<file path="src/verilog/acr_defs.vh">
// register offsets, field positions, reset values and test pattern codes for the output config bank
`ifndef ACR_DEFS_VH
`define ACR_DEFS_VH

`define ACR_ADDR_W 13
`define ACR_REG_INDEX2 13'h004
`define ACR_REG_INDEX1 13'h005
`define ACR_REG_CLKDIV 13'h00b
`define ACR_REG_CHOP 13'h00c
`define ACR_REG_TEST 13'h00d
`define ACR_REG_OFFSET 13'h010
`define ACR_REG_OUTMODE 13'h014

`define ACR_INDEX2_RST 8'h0f
`define ACR_INDEX1_RST 8'h3f
`define ACR_CLKDIV_RST 3'h0
`define ACR_OUTMODE_RST 8'h01

`define ACR_CHOP_BIT 2
`define ACR_PRBS_LONG_RST_BIT 5
`define ACR_PRBS_SHORT_RST_BIT 4
`define ACR_REDUCED_BIT 6
`define ACR_INVERT_BIT 2
`define ACR_TWOS_BIT 0

`define ACR_TM_OFF 4'h0
`define ACR_TM_MIDSCALE 4'h1
`define ACR_TM_POS_FULL_SCALE 4'h2
`define ACR_TM_NEG_FULL_SCALE 4'h3
`define ACR_TM_CHECKER 4'h4
`define ACR_TM_LONG_PRBS 4'h5
`define ACR_TM_SHORT_PRBS 4'h6
`define ACR_TM_WORD_TOGGLE 4'h7
`define ACR_TM_USER 4'h8
`define ACR_TM_BIT_TOGGLE 4'h9
`define ACR_TM_SYNC 4'ha
`define ACR_TM_ONE_BIT_HIGH 4'hb
`define ACR_TM_MIXED_FREQ 4'hc

`define ACR_US_SINGLE 2'h0
`define ACR_US_ALTERNATE 2'h1
`define ACR_US_SINGLE_ONCE 2'h2
`define ACR_US_ALTERNATE_ONCE 2'h3

`define ACR_LONG_PRBS_LEN 23
`define ACR_LONG_PRBS_TAP 18
`define ACR_SHORT_PRBS_LEN 9
`define ACR_SHORT_PRBS_TAP 5

`endif

</file>
<file path="src/verilog/acr_spi_slave.v">
// three-wire serial port slave: 16-bit instruction then one data byte, pins oversampled on the core clock
`timescale 1ns/1ps
`include "acr_defs.vh"
module acr_spi_slave (
    input wire i_core_clk,
    input wire i_rst_b,
    input wire i_sclk,
    input wire i_csb,
    input wire i_sdio,
    output wire o_sdio,
    output reg o_sdio_oe,
    output reg [`ACR_ADDR_W-1:0] o_addr,
    output reg [7:0] o_wdata,
    output reg o_wr_stb,
    output reg o_rd_stb,
    input wire [7:0] i_rdata
);
    reg [2:0] sclk_sync_q;
    reg [2:0] csb_sync_q;
    reg [2:0] sdio_sync_q;
    reg sclk_q;
    reg csb_q;
    reg [4:0] cnt_q;
    reg [15:0] sr_q;
    reg read_q;
    reg [7:0] tx_q;
    reg sdo_q;
    wire sclk_rise;
    wire sclk_fall;
    wire csb_act;

    assign sclk_rise = (sclk_sync_q[1] == sclk_sync_q[2]) && sclk_sync_q[2] && !sclk_q;
    assign sclk_fall = (sclk_sync_q[1] == sclk_sync_q[2]) && !sclk_sync_q[2] && sclk_q;
    assign csb_act = !csb_q;
    assign o_sdio = sdo_q;

    always @(posedge i_core_clk or negedge i_rst_b) begin
        if (!i_rst_b) begin
            sclk_sync_q <= 3'h0;
            csb_sync_q <= 3'h7;
            sdio_sync_q <= 3'h0;
            sclk_q <= 1'b0;
            csb_q <= 1'b1;
            cnt_q <= 5'h00;
            sr_q <= 16'h0000;
            read_q <= 1'b0;
            tx_q <= 8'h00;
            sdo_q <= 1'b0;
            o_sdio_oe <= 1'b0;
            o_addr <= {`ACR_ADDR_W{1'b0}};
            o_wdata <= 8'h00;
            o_wr_stb <= 1'b0;
            o_rd_stb <= 1'b0;
        end else begin
            sclk_sync_q <= {sclk_sync_q[1:0], i_sclk};
            csb_sync_q <= {csb_sync_q[1:0], i_csb};
            sdio_sync_q <= {sdio_sync_q[1:0], i_sdio};
            if (sclk_sync_q[1] == sclk_sync_q[2]) begin
                sclk_q <= sclk_sync_q[2];
            end
            if (csb_sync_q[1] == csb_sync_q[2]) begin
                csb_q <= csb_sync_q[2];
            end
            o_wr_stb <= 1'b0;
            o_rd_stb <= 1'b0;
            if (o_rd_stb) begin
                tx_q <= i_rdata;
            end
            if (!csb_act) begin
                cnt_q <= 5'h00;
                read_q <= 1'b0;
                o_sdio_oe <= 1'b0;
            end else if (sclk_rise && cnt_q < 5'd24) begin
                sr_q <= {sr_q[14:0], sdio_sync_q[2]};
                cnt_q <= cnt_q + 5'd1;
                if (cnt_q == 5'd15) begin
                    read_q <= sr_q[14];
                    o_addr <= {sr_q[11:0], sdio_sync_q[2]};
                    o_rd_stb <= sr_q[14];
                end
                if (cnt_q == 5'd23 && !read_q) begin
                    o_wdata <= {sr_q[6:0], sdio_sync_q[2]};
                    o_wr_stb <= 1'b1;
                end
            end else if (sclk_fall && read_q && cnt_q >= 5'd16 && cnt_q < 5'd24) begin
                sdo_q <= tx_q[7];
                tx_q <= {tx_q[6:0], 1'b0};
                o_sdio_oe <= 1'b1;
            end else if (sclk_fall && cnt_q == 5'd24) begin
                o_sdio_oe <= 1'b0;
            end
        end
    end
endmodule // acr_spi_slave

</file>
<file path="src/verilog/acr_prbs.v">
// pseudo-random word generator, advances a whole word of steps per sample
`timescale 1ns/1ps
module acr_prbs #(
    parameter LEN = 23,
    parameter TAP = 18,
    parameter W = 14
) (
    input wire i_core_clk,
    input wire i_rst_b,
    input wire i_clear,
    input wire i_step,
    output wire [W-1:0] o_word
);
    reg [LEN-1:0] state_q;
    reg [LEN-1:0] state_d;
    reg [W-1:0] word_d;
    integer k;

    assign o_word = word_d;

    always @* begin
        state_d = state_q;
        word_d = {W{1'b0}};
        for (k = 0; k < W; k = k + 1) begin
            word_d = {word_d[W-2:0], state_d[LEN-1]};
            state_d = {state_d[LEN-2:0], state_d[LEN-1] ^ state_d[TAP-1]};
        end
    end

    always @(posedge i_core_clk or negedge i_rst_b) begin
        if (!i_rst_b) begin
            state_q <= {LEN{1'b1}};
        end else if (i_clear) begin
            state_q <= {LEN{1'b1}};
        end else if (i_step) begin
            state_q <= state_d;
        end
    end
endmodule // acr_prbs

</file>
<file path="src/verilog/acr_output_config.v">
// output configuration register bank with per-channel test pattern, offset and inversion, and global format, datapath
// Contract
// - sample clock divided by field plus one
// - chop mode follows enhancement bit 2
// - four-bit per-channel selector, zero means off
// - midscale, positive and negative full scale words
// - checkerboard, word toggle, bit toggle patterns
// - long and short pseudo-random sequences
// - single sync, one bit high, mixed frequency
// - test data replaces conversion results
// - user sequencing field only in user mode
// - test register per channel, generator resets global
// - per-channel twos complement offset trim
// - bit 6 picks reduced-range signalling, global
// - bit 2 inverts that channel's output
// - bit 0 twos complement, reset value 0x01
// - per-channel writes reach indexed channels only
// - three-wire port, sixteen-bit instruction
`timescale 1ns/1ps
`include "acr_defs.vh"
module acr_output_config #(
    parameter W = 14
) (
    input wire i_core_clk,
    input wire i_rst_b,
    input wire i_sclk,
    input wire i_csb,
    input wire i_sdio,
    output wire o_sdio,
    output wire o_sdio_oe,
    input wire [8*W-1:0] i_conv_data,
    input wire [15:0] i_user_patt1,
    input wire [15:0] i_user_patt2,
    output reg o_sample_en,
    output wire o_chop_en,
    output wire o_reduced_swing,
    output wire o_clk_out_invert,
    output reg [8*W-1:0] o_chan_data
);
    localparam NCH = 8;
    localparam [7:0] OUTMODE_RST = `ACR_OUTMODE_RST;

    wire [`ACR_ADDR_W-1:0] addr;
    wire [7:0] wdata;
    wire wr_stb;
    wire rd_stb;
    reg [7:0] rdata;

    reg [7:0] index2_q;
    reg [7:0] index1_q;
    reg [2:0] clkdiv_q;
    reg chop_q;
    reg [1:0] prbs_rst_q;
    reg reduced_q;
    reg twos_q;
    reg clk_inv_q;
    reg [NCH*4-1:0] sel_q;
    reg [NCH*2-1:0] useq_q;
    reg [NCH*8-1:0] offs_q;
    reg [NCH-1:0] inv_q;
    reg [NCH*2-1:0] uphase_q;
    reg [NCH*2-1:0] uphase_d;
    reg [8*W-1:0] chan_data_d;
    reg [2:0] div_cnt_q;
    reg toggle_q;
    wire [NCH-1:0] chan_mask;
    wire [W-1:0] long_word;
    wire [W-1:0] short_word;
    wire [2:0] rd_ch;
    integer i;

    function [2:0] first_chan;
        input [NCH-1:0] mask;
        integer j;
        begin
            first_chan = 3'h0;
            for (j = NCH - 1; j >= 0; j = j - 1) begin
                if (mask[j]) begin
                    first_chan = j[2:0];
                end
            end
        end
    endfunction

    function [W-1:0] add_trim;
        input [W-1:0] conv;
        input [7:0] trim;
        reg [W+1:0] sum;
        begin
            sum = {2'b00, conv} + {{(W-6){trim[7]}}, trim};
            if (sum[W+1]) begin
                add_trim = {W{1'b0}};
            end else if (sum[W]) begin
                add_trim = {W{1'b1}};
            end else begin
                add_trim = sum[W-1:0];
            end
        end
    endfunction

    function [W-1:0] fmt;
        input [W-1:0] word;
        input twos;
        begin
            fmt = twos ? {~word[W-1], word[W-2:0]} : word;
        end
    endfunction

    acr_spi_slave u_spi (
        .i_core_clk(i_core_clk),
        .i_rst_b(i_rst_b),
        .i_sclk(i_sclk),
        .i_csb(i_csb),
        .i_sdio(i_sdio),
        .o_sdio(o_sdio),
        .o_sdio_oe(o_sdio_oe),
        .o_addr(addr),
        .o_wdata(wdata),
        .o_wr_stb(wr_stb),
        .o_rd_stb(rd_stb),
        .i_rdata(rdata)
    );

    acr_prbs #(
        .LEN(`ACR_LONG_PRBS_LEN),
        .TAP(`ACR_LONG_PRBS_TAP),
        .W(W)
    ) u_long_prbs (
        .i_core_clk(i_core_clk),
        .i_rst_b(i_rst_b),
        .i_clear(prbs_rst_q[1]),
        .i_step(o_sample_en),
        .o_word(long_word)
    );

    acr_prbs #(
        .LEN(`ACR_SHORT_PRBS_LEN),
        .TAP(`ACR_SHORT_PRBS_TAP),
        .W(W)
    ) u_short_prbs (
        .i_core_clk(i_core_clk),
        .i_rst_b(i_rst_b),
        .i_clear(prbs_rst_q[0]),
        .i_step(o_sample_en),
        .o_word(short_word)
    );

    // channels a..d from index 1, e..h from index 2
    assign chan_mask = {index2_q[3:0], index1_q[3:0]};
    assign rd_ch = first_chan(chan_mask);
    assign o_chop_en = chop_q;
    assign o_reduced_swing = reduced_q;
    assign o_clk_out_invert = clk_inv_q;

    // register read, lowest indexed channel answers for local fields
    always @* begin
        rdata = 8'h00;
        case (addr)
            `ACR_REG_INDEX2: rdata = {4'h0, index2_q[3:0]};
            `ACR_REG_INDEX1: rdata = {2'b00, index1_q[5:0]};
            `ACR_REG_CLKDIV: rdata = {5'h00, clkdiv_q};
            `ACR_REG_CHOP: rdata = {5'h00, chop_q, 2'b00};
            `ACR_REG_TEST: rdata = {useq_q[rd_ch*2 +: 2], prbs_rst_q, sel_q[rd_ch*4 +: 4]};
            `ACR_REG_OFFSET: rdata = offs_q[rd_ch*8 +: 8];
            `ACR_REG_OUTMODE: rdata = {1'b0, reduced_q, 3'h0, inv_q[rd_ch], 1'b0, twos_q};
            default: rdata = 8'h00;
        endcase
    end

    // register writes
    always @(posedge i_core_clk or negedge i_rst_b) begin
        if (!i_rst_b) begin
            index2_q <= `ACR_INDEX2_RST;
            index1_q <= `ACR_INDEX1_RST;
            clkdiv_q <= `ACR_CLKDIV_RST;
            chop_q <= 1'b0;
            prbs_rst_q <= 2'b00;
            reduced_q <= OUTMODE_RST[`ACR_REDUCED_BIT];
            twos_q <= OUTMODE_RST[`ACR_TWOS_BIT];
            clk_inv_q <= 1'b0;
            sel_q <= {NCH*4{1'b0}};
            useq_q <= {NCH*2{1'b0}};
            offs_q <= {NCH*8{1'b0}};
            inv_q <= {NCH{1'b0}};
        end else if (wr_stb) begin
            case (addr)
                `ACR_REG_INDEX2: index2_q <= {4'h0, wdata[3:0]};
                `ACR_REG_INDEX1: index1_q <= {2'b00, wdata[5:0]};
                `ACR_REG_CLKDIV: clkdiv_q <= wdata[2:0];
                `ACR_REG_CHOP: chop_q <= wdata[`ACR_CHOP_BIT];
                `ACR_REG_TEST: begin
                    prbs_rst_q <= {wdata[`ACR_PRBS_LONG_RST_BIT], wdata[`ACR_PRBS_SHORT_RST_BIT]};
                    for (i = 0; i < NCH; i = i + 1) begin
                        if (chan_mask[i]) begin
                            sel_q[i*4 +: 4] <= wdata[3:0];
                            useq_q[i*2 +: 2] <= wdata[7:6];
                        end
                    end
                end
                `ACR_REG_OFFSET: begin
                    for (i = 0; i < NCH; i = i + 1) begin
                        if (chan_mask[i]) begin
                            offs_q[i*8 +: 8] <= wdata;
                        end
                    end
                end
                `ACR_REG_OUTMODE: begin
                    reduced_q <= wdata[`ACR_REDUCED_BIT];
                    twos_q <= wdata[`ACR_TWOS_BIT];
                    if (index1_q[5] || index1_q[4]) begin
                        clk_inv_q <= wdata[`ACR_INVERT_BIT];
                    end
                    for (i = 0; i < NCH; i = i + 1) begin
                        if (chan_mask[i]) begin
                            inv_q[i] <= wdata[`ACR_INVERT_BIT];
                        end
                    end
                end
                default: begin
                end
            endcase
        end
    end

    // sample enable every clkdiv+1 core cycles
    always @(posedge i_core_clk or negedge i_rst_b) begin
        if (!i_rst_b) begin
            div_cnt_q <= 3'h0;
            o_sample_en <= 1'b0;
            toggle_q <= 1'b0;
        end else begin
            if (div_cnt_q >= clkdiv_q) begin
                div_cnt_q <= 3'h0;
                o_sample_en <= 1'b1;
            end else begin
                div_cnt_q <= div_cnt_q + 3'h1;
                o_sample_en <= 1'b0;
            end
            if (o_sample_en) begin
                toggle_q <= ~toggle_q;
            end
        end
    end

    // per-channel pattern selection and next output word
    always @* begin : chan_sel
        reg [W-1:0] word;
        reg [W-1:0] up1;
        reg [W-1:0] up2;
        reg [1:0] ph;
        reg adv;
        integer c;
        word = {W{1'b0}};
        up1 = i_user_patt1[15 -: W];
        up2 = i_user_patt2[15 -: W];
        ph = 2'b00;
        adv = 1'b0;
        c = 0;
        chan_data_d = o_chan_data;
        uphase_d = uphase_q;
        for (c = 0; c < NCH; c = c + 1) begin
            ph = uphase_q[c*2 +: 2];
            word = {W{1'b0}};
            // alternate keeps wrapping, the once modes stop at the last phase
            adv = (ph != 2'b11) || (useq_q[c*2 +: 2] == `ACR_US_ALTERNATE);
            if (wr_stb && addr == `ACR_REG_TEST && chan_mask[c]) begin
                uphase_d[c*2 +: 2] = 2'b00;
            end else if (o_sample_en && sel_q[c*4 +: 4] == `ACR_TM_USER && adv) begin
                uphase_d[c*2 +: 2] = ph + 2'b01;
            end
            if (o_sample_en) begin
                case (sel_q[c*4 +: 4])
                    `ACR_TM_OFF: word = fmt(add_trim(i_conv_data[c*W +: W], offs_q[c*8 +: 8]), twos_q);
                    `ACR_TM_MIDSCALE: word = fmt({1'b1, {(W-1){1'b0}}}, twos_q);
                    `ACR_TM_POS_FULL_SCALE: word = fmt({W{1'b1}}, twos_q);
                    `ACR_TM_NEG_FULL_SCALE: word = fmt({W{1'b0}}, twos_q);
                    `ACR_TM_CHECKER: word = toggle_q ? {(W/2){2'b01}} : {(W/2){2'b10}};
                    `ACR_TM_LONG_PRBS: word = long_word;
                    `ACR_TM_SHORT_PRBS: word = short_word;
                    `ACR_TM_WORD_TOGGLE: word = {W{toggle_q}};
                    `ACR_TM_USER: begin
                        case (useq_q[c*2 +: 2])
                            `ACR_US_SINGLE: word = up1;
                            `ACR_US_ALTERNATE: word = ph[0] ? up2 : up1;
                            `ACR_US_SINGLE_ONCE: word = (ph == 2'b00) ? up1 : {W{1'b0}};
                            `ACR_US_ALTERNATE_ONCE: word = (ph == 2'b00) ? up1 : (ph == 2'b01) ? up2 : {W{1'b0}};
                            default: word = up1;
                        endcase
                    end
                    `ACR_TM_BIT_TOGGLE: word = {(W/2){2'b10}};
                    `ACR_TM_SYNC: word = {{(W/2){1'b0}}, {(W/2){1'b1}}};
                    `ACR_TM_ONE_BIT_HIGH: word = {{(W-1){1'b0}}, 1'b1};
                    `ACR_TM_MIXED_FREQ: word = {{(W/2){2'b10}} ^ {{(W/2){1'b1}}, {(W/2){1'b0}}}};
                    default: word = {W{1'b0}};
                endcase
                chan_data_d[c*W +: W] = inv_q[c] ? ~word : word;
            end
        end
    end

    // output words and user pattern phases
    always @(posedge i_core_clk or negedge i_rst_b) begin
        if (!i_rst_b) begin
            o_chan_data <= {8*W{1'b0}};
            uphase_q <= {NCH*2{1'b0}};
        end else begin
            o_chan_data <= chan_data_d;
            uphase_q <= uphase_d;
        end
    end
endmodule // acr_output_config

</file>
<file path="config.mk">
export PLATFORM = sky130hd
export DESIGN_NAME = acr_output_config
export DESIGN_NICKNAME = d
export VERILOG_FILES = /design/src/verilog/acr_spi_slave.v /design/src/verilog/acr_prbs.v /design/src/verilog/acr_output_config.v
export VERILOG_INCLUDE_DIRS = /design/src /design/src/verilog
export SDC_FILE = /design/constraint.sdc
export NUM_CORES = 1
export LEC_CHECK = 0
export ABC_AREA = 1
export BUFFER_PORTS_ARGS = -buffer_cell sky130_fd_sc_hd__buf_2
export CAP_MARGIN = 20
export CORE_MARGIN = 5
export CORE_UTILIZATION = 45
export CTS_CLUSTER_DIAMETER = 120
export DETAILED_ROUTE_END_ITERATION = 8
export PLACE_DENSITY = 0.66
export SYNTH_ARGS = -nofsm -noshare
export SYNTH_HDL_FRONTEND = slang
export SYNTH_SLANG_ARGS = --single-unit
</file>
<file path="constraint.sdc">
create_clock -name i_core_clk -period 2.75 [get_ports i_core_clk]
set_input_delay 0.275 -clock i_core_clk [delete_from_list [all_inputs] [get_ports i_core_clk]]
set_output_delay 0.275 -clock i_core_clk [all_outputs]
set_load 0.03 [all_outputs]
</file>
Word-level counts from Yosys, hierarchy flattened --
Cells that the tools add are included.
Storage, ports and cells: register bits after elaboration 369, output and inout port bits 118, input port bits 149, word-level logic and storage cells 571
Cells by class: equal/unequal tests 149, bitwise gates (word level) 47, shift operators 3, reductions and logical operators 121, $lt $le $gt $ge 4, mux-type cells 160, add/sub/neg operators 18
Operators by type and width (number):
- $pmux W14 S13 | 8
- $mux W14 | 92
- $pmux W14 S4 | 8
- $eq A4 B4 Y1 const B | 40
- $add A15 B8 Y16 | 8
- $eq A4 B3 Y1 const B | 32
- $not A14 Y14 | 8
- $reduce_and A3 Y1 | 28
- $eq A4 B2 Y1 const B | 16
- $shiftx A64 B7 Y8 | 1
- $pmux W8 S7 | 1
- $mux W23 | 2
- $eq A13 B4 Y1 const B | 3
- $logic_and A1 B1 Y1 | 35
- $eq A2 B1 Y1 const B | 16
- $eq A2 B2 Y1 const B | 16
- $eq A4 B1 Y1 const B | 8
- $logic_not A2 Y1 | 16
- $logic_not A4 Y1 | 8
- $mux W2 | 16
- $mux W8 | 4
- $shiftx A32 B6 Y4 | 1
- $xor A1 B1 Y1 | 28
- $mux W3 | 9
- 25 further kinds | 98

Depth between registers and ports, before layout --
word-level depth 15, gate-level depth with buffers 18, depth with buffers taken out 18

Cells and area by module --
Synthesis repeated with hierarchy kept, for this count alone.
Second synthesis, totals: cells, all modules 4847, area total of the unflattened synthesis 31063.5 sq um
By module, submodules not included:
- acr_output_config | area an instance 26504.2 sq um, times used 1, cells an instance 4311, seq. area each 6820.3 sq um
- acr_spi_slave | area an instance 2761.4 sq um, times used 1, cells an instance 294, seq. area each 1631.6 sq um
- acr_prbs (u_long_prbs) | area an instance 1202.4 sq um, times used 1, cells an instance 155, seq. area each 604.3 sq um
- acr_prbs (u_short_prbs) | area an instance 595.6 sq um, times used 1, cells an instance 87, seq. area each 236.5 sq um

Worst setup path before layout --
Ideal clock, no wire load.
kind reg-to-reg, from register offs_q[63], to register o_chan_data[102], path slack 0.541 ns, data required time 2.632 ns, path buffers 1, cell stages (with the launch flop) 15, library setup time 0.118 ns, arrival 2.091 ns, clock period less this slack 2.209 ns, cells stage by stage dfrtp_1 ha_1 a21oi_1 nor2_1 nor2_1 inv_1 a21oi_2 nand3_1 a21boi_2 buf_4 o21ai_0 nand2_1 nand2_1 nand3_1 nand2_1
Between the ends: word-level cells in the longest chain between the ends 10
RTL lines:
- start: declaration | RTL line acr_output_config.v:59 | reg [NCH*8-1:0] offs_q;
- start signal: assignment | RTL line acr_output_config.v:183 | offs_q <= {NCH*8{1'b0}};
- start signal: indexed assignment | RTL line acr_output_config.v:203 | offs_q[i*8 +: 8] <= wdata;
- $add A15 B8 Y16 (*) | RTL line acr_output_config.v:90 | sum = {2'b00, conv} + {{(W-6){trim[7]}}, trim};
- $mux W14 | RTL line acr_output_config.v:93 | end else if (sum[W]) begin
- $mux W14 (*) | RTL line acr_output_config.v:91 | if (sum[W+1]) begin
- $mux W14 (*) | RTL line acr_output_config.v:272 | case (sel_q[c*4 +: 4])
- $mux W14 (*) | RTL line acr_output_config.v:271 | if (o_sample_en) begin
- $mux W14 (*) | RTL line acr_output_config.v:105 | fmt = twos ? {~word[W-1], word[W-2:0]} : word;
- $pmux W14 S13 (*) | RTL line acr_output_config.v:272
- $mux W14 (*) | RTL line acr_output_config.v:271
- $not A14 Y14 | RTL line acr_output_config.v:296 | chan_data_d[c*W +: W] = inv_q[c] ? ~word : word;
- $mux W14 (*) | RTL line acr_output_config.v:296
- end signal: assignment | RTL line acr_output_config.v:304 | o_chan_data <= {8*W{1'b0}};
- end signal: assignment | RTL line acr_output_config.v:307 | o_chan_data <= chan_data_d;
- end: declaration | RTL line acr_output_config.v:38 | output reg [8*W-1:0] o_chan_data
Mark *: on every way between the ends. The rest lies on a longest branch, timed or not. The select of a mux whose other input is x is not followed. A chain may end at the register's enable or synchronous reset.

Worst setup path in the final report --
from register index2_q[2], to register u_spi.tx_q[2]
Between the ends: word-level cells in the longest chain between the ends 14, elaborated cells between the ends (all ways) 16, those cells by class 2 x shift; 14 x mux
RTL lines:
- start: declaration | RTL line acr_output_config.v:49 | reg [7:0] index2_q;
- start signal: assignment | RTL line acr_output_config.v:173 | index2_q <= `ACR_INDEX2_RST;
- start signal: assignment | RTL line acr_output_config.v:187 | `ACR_REG_INDEX2: index2_q <= {4'h0, wdata[3:0]};
- parallel branches: the longest is 9 deep, another holds $shiftx A64 B7 Y8
- $pmux W8 S7 (*) | RTL line acr_output_config.v:158 | case (addr)
- $mux W8 (*) | RTL line acr_spi_slave.v:66 | if (o_rd_stb) begin
- $mux W8 | RTL line acr_spi_slave.v:85 | end else if (sclk_fall && read_q && cnt_q >= 5'd16 && cnt_q < 5'd24) begin
- $mux W8 | RTL line acr_spi_slave.v:73 | end else if (sclk_rise && cnt_q < 5'd24) begin
- $mux W8 (*) | RTL line acr_spi_slave.v:69 | if (!csb_act) begin
- end signal: assignment | RTL line acr_spi_slave.v:67 | tx_q <= i_rdata;
- end signal: assignment | RTL line acr_spi_slave.v:87 | tx_q <= {tx_q[6:0], 1'b0};
- end: declaration | RTL line acr_spi_slave.v:26 | reg [7:0] tx_q;
Every way passes the cells marked *. The select of a mux whose other input is x is not followed.

==> impl_metrics.py <==
metrics = {
    "layout": {
        "multi_input_area_um2": 17900,
        "final_nets": 5107,
        "mostFrequentLayoutCells": "1289 x nand2_1, 510 x nand3_1, 447 x inv_1",
        "area_growth_pct": 15.2,
        "fill_cells": 6636,
        "ff_latch_area_um2": 9300,
        "drive_gt1_frac": 0.136,
        "final_cells": 5701,
        "design_area_um2": 34400,
        "layout_commonest_cell": "nand2_1",
    },
    "route": {
        "drtAntennaViolNets": 0,
        "drt-initial-drc-count": 3952,
        "firstDrtPassIters": 7,
        "drt_wl_total_um": 121000,
        "wl_per_cell_um": 21.3,
        "drc_errors": 0,
        "vias": 33014,
        "drt-vias-per-instance": 5.79,
    },
    "yosys": {
        "syn_nets": 4850,
        "synth.distinct_cells": 59,
        "seq_area_frac_synth": 0.311,
        "synth_area_um2": 29800,
        "avgSynthCellArea_um2": 6.57,
        "synth-main-ff-cell": "dfrtp_1",
        "yosys_warnings": 0,
        "async_flop_share": 1.00,
        "synth_edf_count": 0,
        "ys_seq_elements": 369,
        "syn_inst": 4540,
    },
    "die": {
        "dieArea_um2": 71600,
        "placementRows": 94,
        "io_pins": 267,
        "die_x_um": 267,
        "core_area_um2": 65700,
        "start_util": 0.454,
        "die_y_um": 267,
    },
    "worst_setup_path": {
        "reg2reg_to": "u_spi.tx_q[2]$_DFF_PN0_",
        "reg2reg_from": "index2_q[2]$_DFFE_PN1P_",
        "crit_arrival_ns": 3.13,
        "cpMaxStageDelayCell": "dfstp_2",
        "required_ns": 3.22,
        "path_depth": 11,
        "critPathMaxStageDelay_ns": 0.59,
        "crit_path_end_kind": "register",
        "worstSetupPathType": "reg -> reg",
        "cp_top_family": "simple AND/OR/NAND/NOR gates",
        "r2r_cells": 11,
        "critPathLaunch": "index2_q[2]$_DFFE_PN1P_",
        "r2r_setup_slack_ns": 0.09,
        "crit_chain": "inv_1, nand2_1, nand3_1, a21oi_2, inv_1, nand3_1, nand3_1, nand3_1, nand2_1, o21ai_1, a21oi_1",
        "start_kind": "register",
        "crit_buf_inv": 2,
        "cpMostUsedCell": "nand3_1",
        "endpoint": "u_spi.tx_q[2]$_DFF_PN0_",
        "crit_fanout": 22,
    },
    "global_route": {
        "gr-usage-all-layers": 0.324,
        "overflow": 0,
        "grt_pass1_wl_um": 179000,
        "antenna_found_initial": 0,
        "grt_pass1_vias": 29658,
        "grt_max_degree": 92,
    },
    "clock_network": {
        "clock_sinks": 369,
        "clk_latency_ns": 0.61,
        "cts_root_buf": "clkbuf_16",
        "clkTransAtPathRegs_ns": 0.06,
        "clk_path_buf_depth": 3,
        "cts_tree": "yes",
        "cts_buffers": 46,
        "htreeDepth": 2,
    },
    "placed_design": {
        "hpwl_um": 88500,
        "placed_cell_area_um2": 32500,
        "dp_slack_ns": 0.129,
        "gp_congestion": 1.04,
        "portBuffers": 262,
        "placedCellCount": 5604,
    },
    "power": {
        "p_leak_nw": 17.6,
        "ir_worst_vdd_mv": 0.449,
        "p_per_area_nw_per_um2": 399,
    },
    "sta": {
        "rsz0062_at_grt": "yes",
        "relSlewSlack": 0.316,
        "skew_ns": 0.0445,
        "timing.final.crit_share": 0.967,
        "hold_violations": 0,
        "fin_crit_ns": 2.66,
        "max_clock_freq_mhz": 376,
        "drv_slew": 0,
        "setup_viol": 0,
        "tightest_slew_ns": 1.03,
        "worst_slack_ns": 0.0921,
    },
    "hold_path": {
        "hold_class": "in -> async",
    },
    "status": {
        "status": "finished clean",
    },
    "job": {
        "maxCapViolCount": 0,
    },
}
[metrics by stage]
| step | util | setup TNS [ns] | power, W | hold WS [ns] |
|---|---|---|---|---|
| final | 0.523 | 0 | 0.0137 | 0.161 |
| after detailed placement | 0.494 | 0 | 0.00705 | 0.175 |
| after global placement | 0.494 | 0 | 0.00703 | 0.177 |
| after floorplan | - | 0 | 0.00646 | -0.0206 |
| after CTS | 0.520 | 0 | 0.0138 | 0.146 |
| after global routing | 0.523 | -0.0394 | 0.0141 | 0.180 |
[area by class of cell]
class,count,share of cell area
Clock buffer,64,0.0409
Inverter,478,0.0523
Tap cell,864,0.0315
Timing Repair Buffer,409,0.0748
Multi-Input combinational cell,3493,0.522
Antenna cell,2,0.000146
Clock inverter,22,0.00794
Sequential cell,369,0.271
[synthesized netlist by cell type (14+ instances only)]
cell type,instances,share of area
o21bai_1,23,0.0058
o21ai_0,321,0.054
dfrtp_1,322,0.27
nand2_1,1289,0.16
o21ai_1,46,0.0077
clkbuf_1,99,0.012
buf_2,56,0.0094
xor2_1,44,0.013
buf_1,15,0.0019
nand4_1,29,0.0061
inv_1,449,0.056
ha_1,153,0.064
nand3_1,510,0.086
a31oi_1,69,0.014
a21oi_1,273,0.046
o211ai_1,14,0.0035
o22ai_1,100,0.021
nor2_1,307,0.039
dfstp_2,47,0.041
inv_2,17,0.0021
nor4_1,46,0.0096
nor3_1,96,0.016
or2_2,27,0.0057
[registers in the layout (all words and copies together), names as in the netlist, 4 cells and up]
name,flops
index2_q,4
u_spi.sr_q,15
u_spi.tx_q,8
u_spi.o_addr,13
sel_q,32
u_spi.cnt_q,5
o_chan_data,112
inv_q,8
u_long_prbs.state_q,23
u_spi.o_wdata,8
useq_q,16
u_short_prbs.state_q,9
offs_q,64
index1_q,6
uphase_q,16
[where the power goes]
group,total [W],switching (W),internal [W]
combinational,0.00134,0.000945,0.000396
sequential,0.00565,0.0000829,0.00557
clock,0.00674,0.00267,0.00407
[worst min path at each step]
stage               slack (ns)     from                          end  cells past startpoint
floorplan                -0.02  i_rst_b      clkdiv_q[0]$_DFFE_PN0P_                      0
global placement          0.18  i_rst_b  o_chan_data[39]$_DFFE_PN0P_                      1
CTS                       0.15  i_rst_b  o_chan_data[35]$_DFFE_PN0P_                      2
detailed placement        0.18  i_rst_b  o_chan_data[37]$_DFFE_PN0P_                      1
global route              0.18  i_rst_b  o_chan_data[35]$_DFFE_PN0P_                      2
finish                    0.16  i_rst_b  o_chan_data[35]$_DFFE_PN0P_                      2
[worst register-to-register path: cells and delay by family, from the launching register on]
kind	cells	cell delay [ns]
compound gates	3	0.41
buf+inv	2	0.55
flops	1	0.59
simple gates	6	0.97
[metal layers]
| layer | wire (um) | vias to the layer above | GRT usage | share of wire |
|---|---|---|---|---|
| met5 | 0 | - | 0 | 0 |
| met4 | 5330 | 0 | 0.114 | 0.044 |
| met3 | 14700 | 319 | 0.0981 | 0.12 |
| met2 | 50600 | 1771 | 0.477 | 0.42 |
| met1 | 50600 | 15206 | 0.453 | 0.42 |
| li1 | - | 15718 | - | - |
[what timing repair did]
action / 4_1_cts / 5_1_grt
resized for setup: 0 / 33
setup endpoints to repair: 0 / 73
hold buffers: 4 / 0
endpoints found under the hold margin: 142 / 0
buffers inserted: 0 / 5
[cells by family after synthesis]
logic type / synth area share
buf+inv: 0.0913
flops: 0.311
mux: 0.00151
xor+xnor: 0.0166
compound gates: 0.173
simple gates: 0.336
fa+ha+maj: 0.0699
Power figures use the tool's default switching activity.
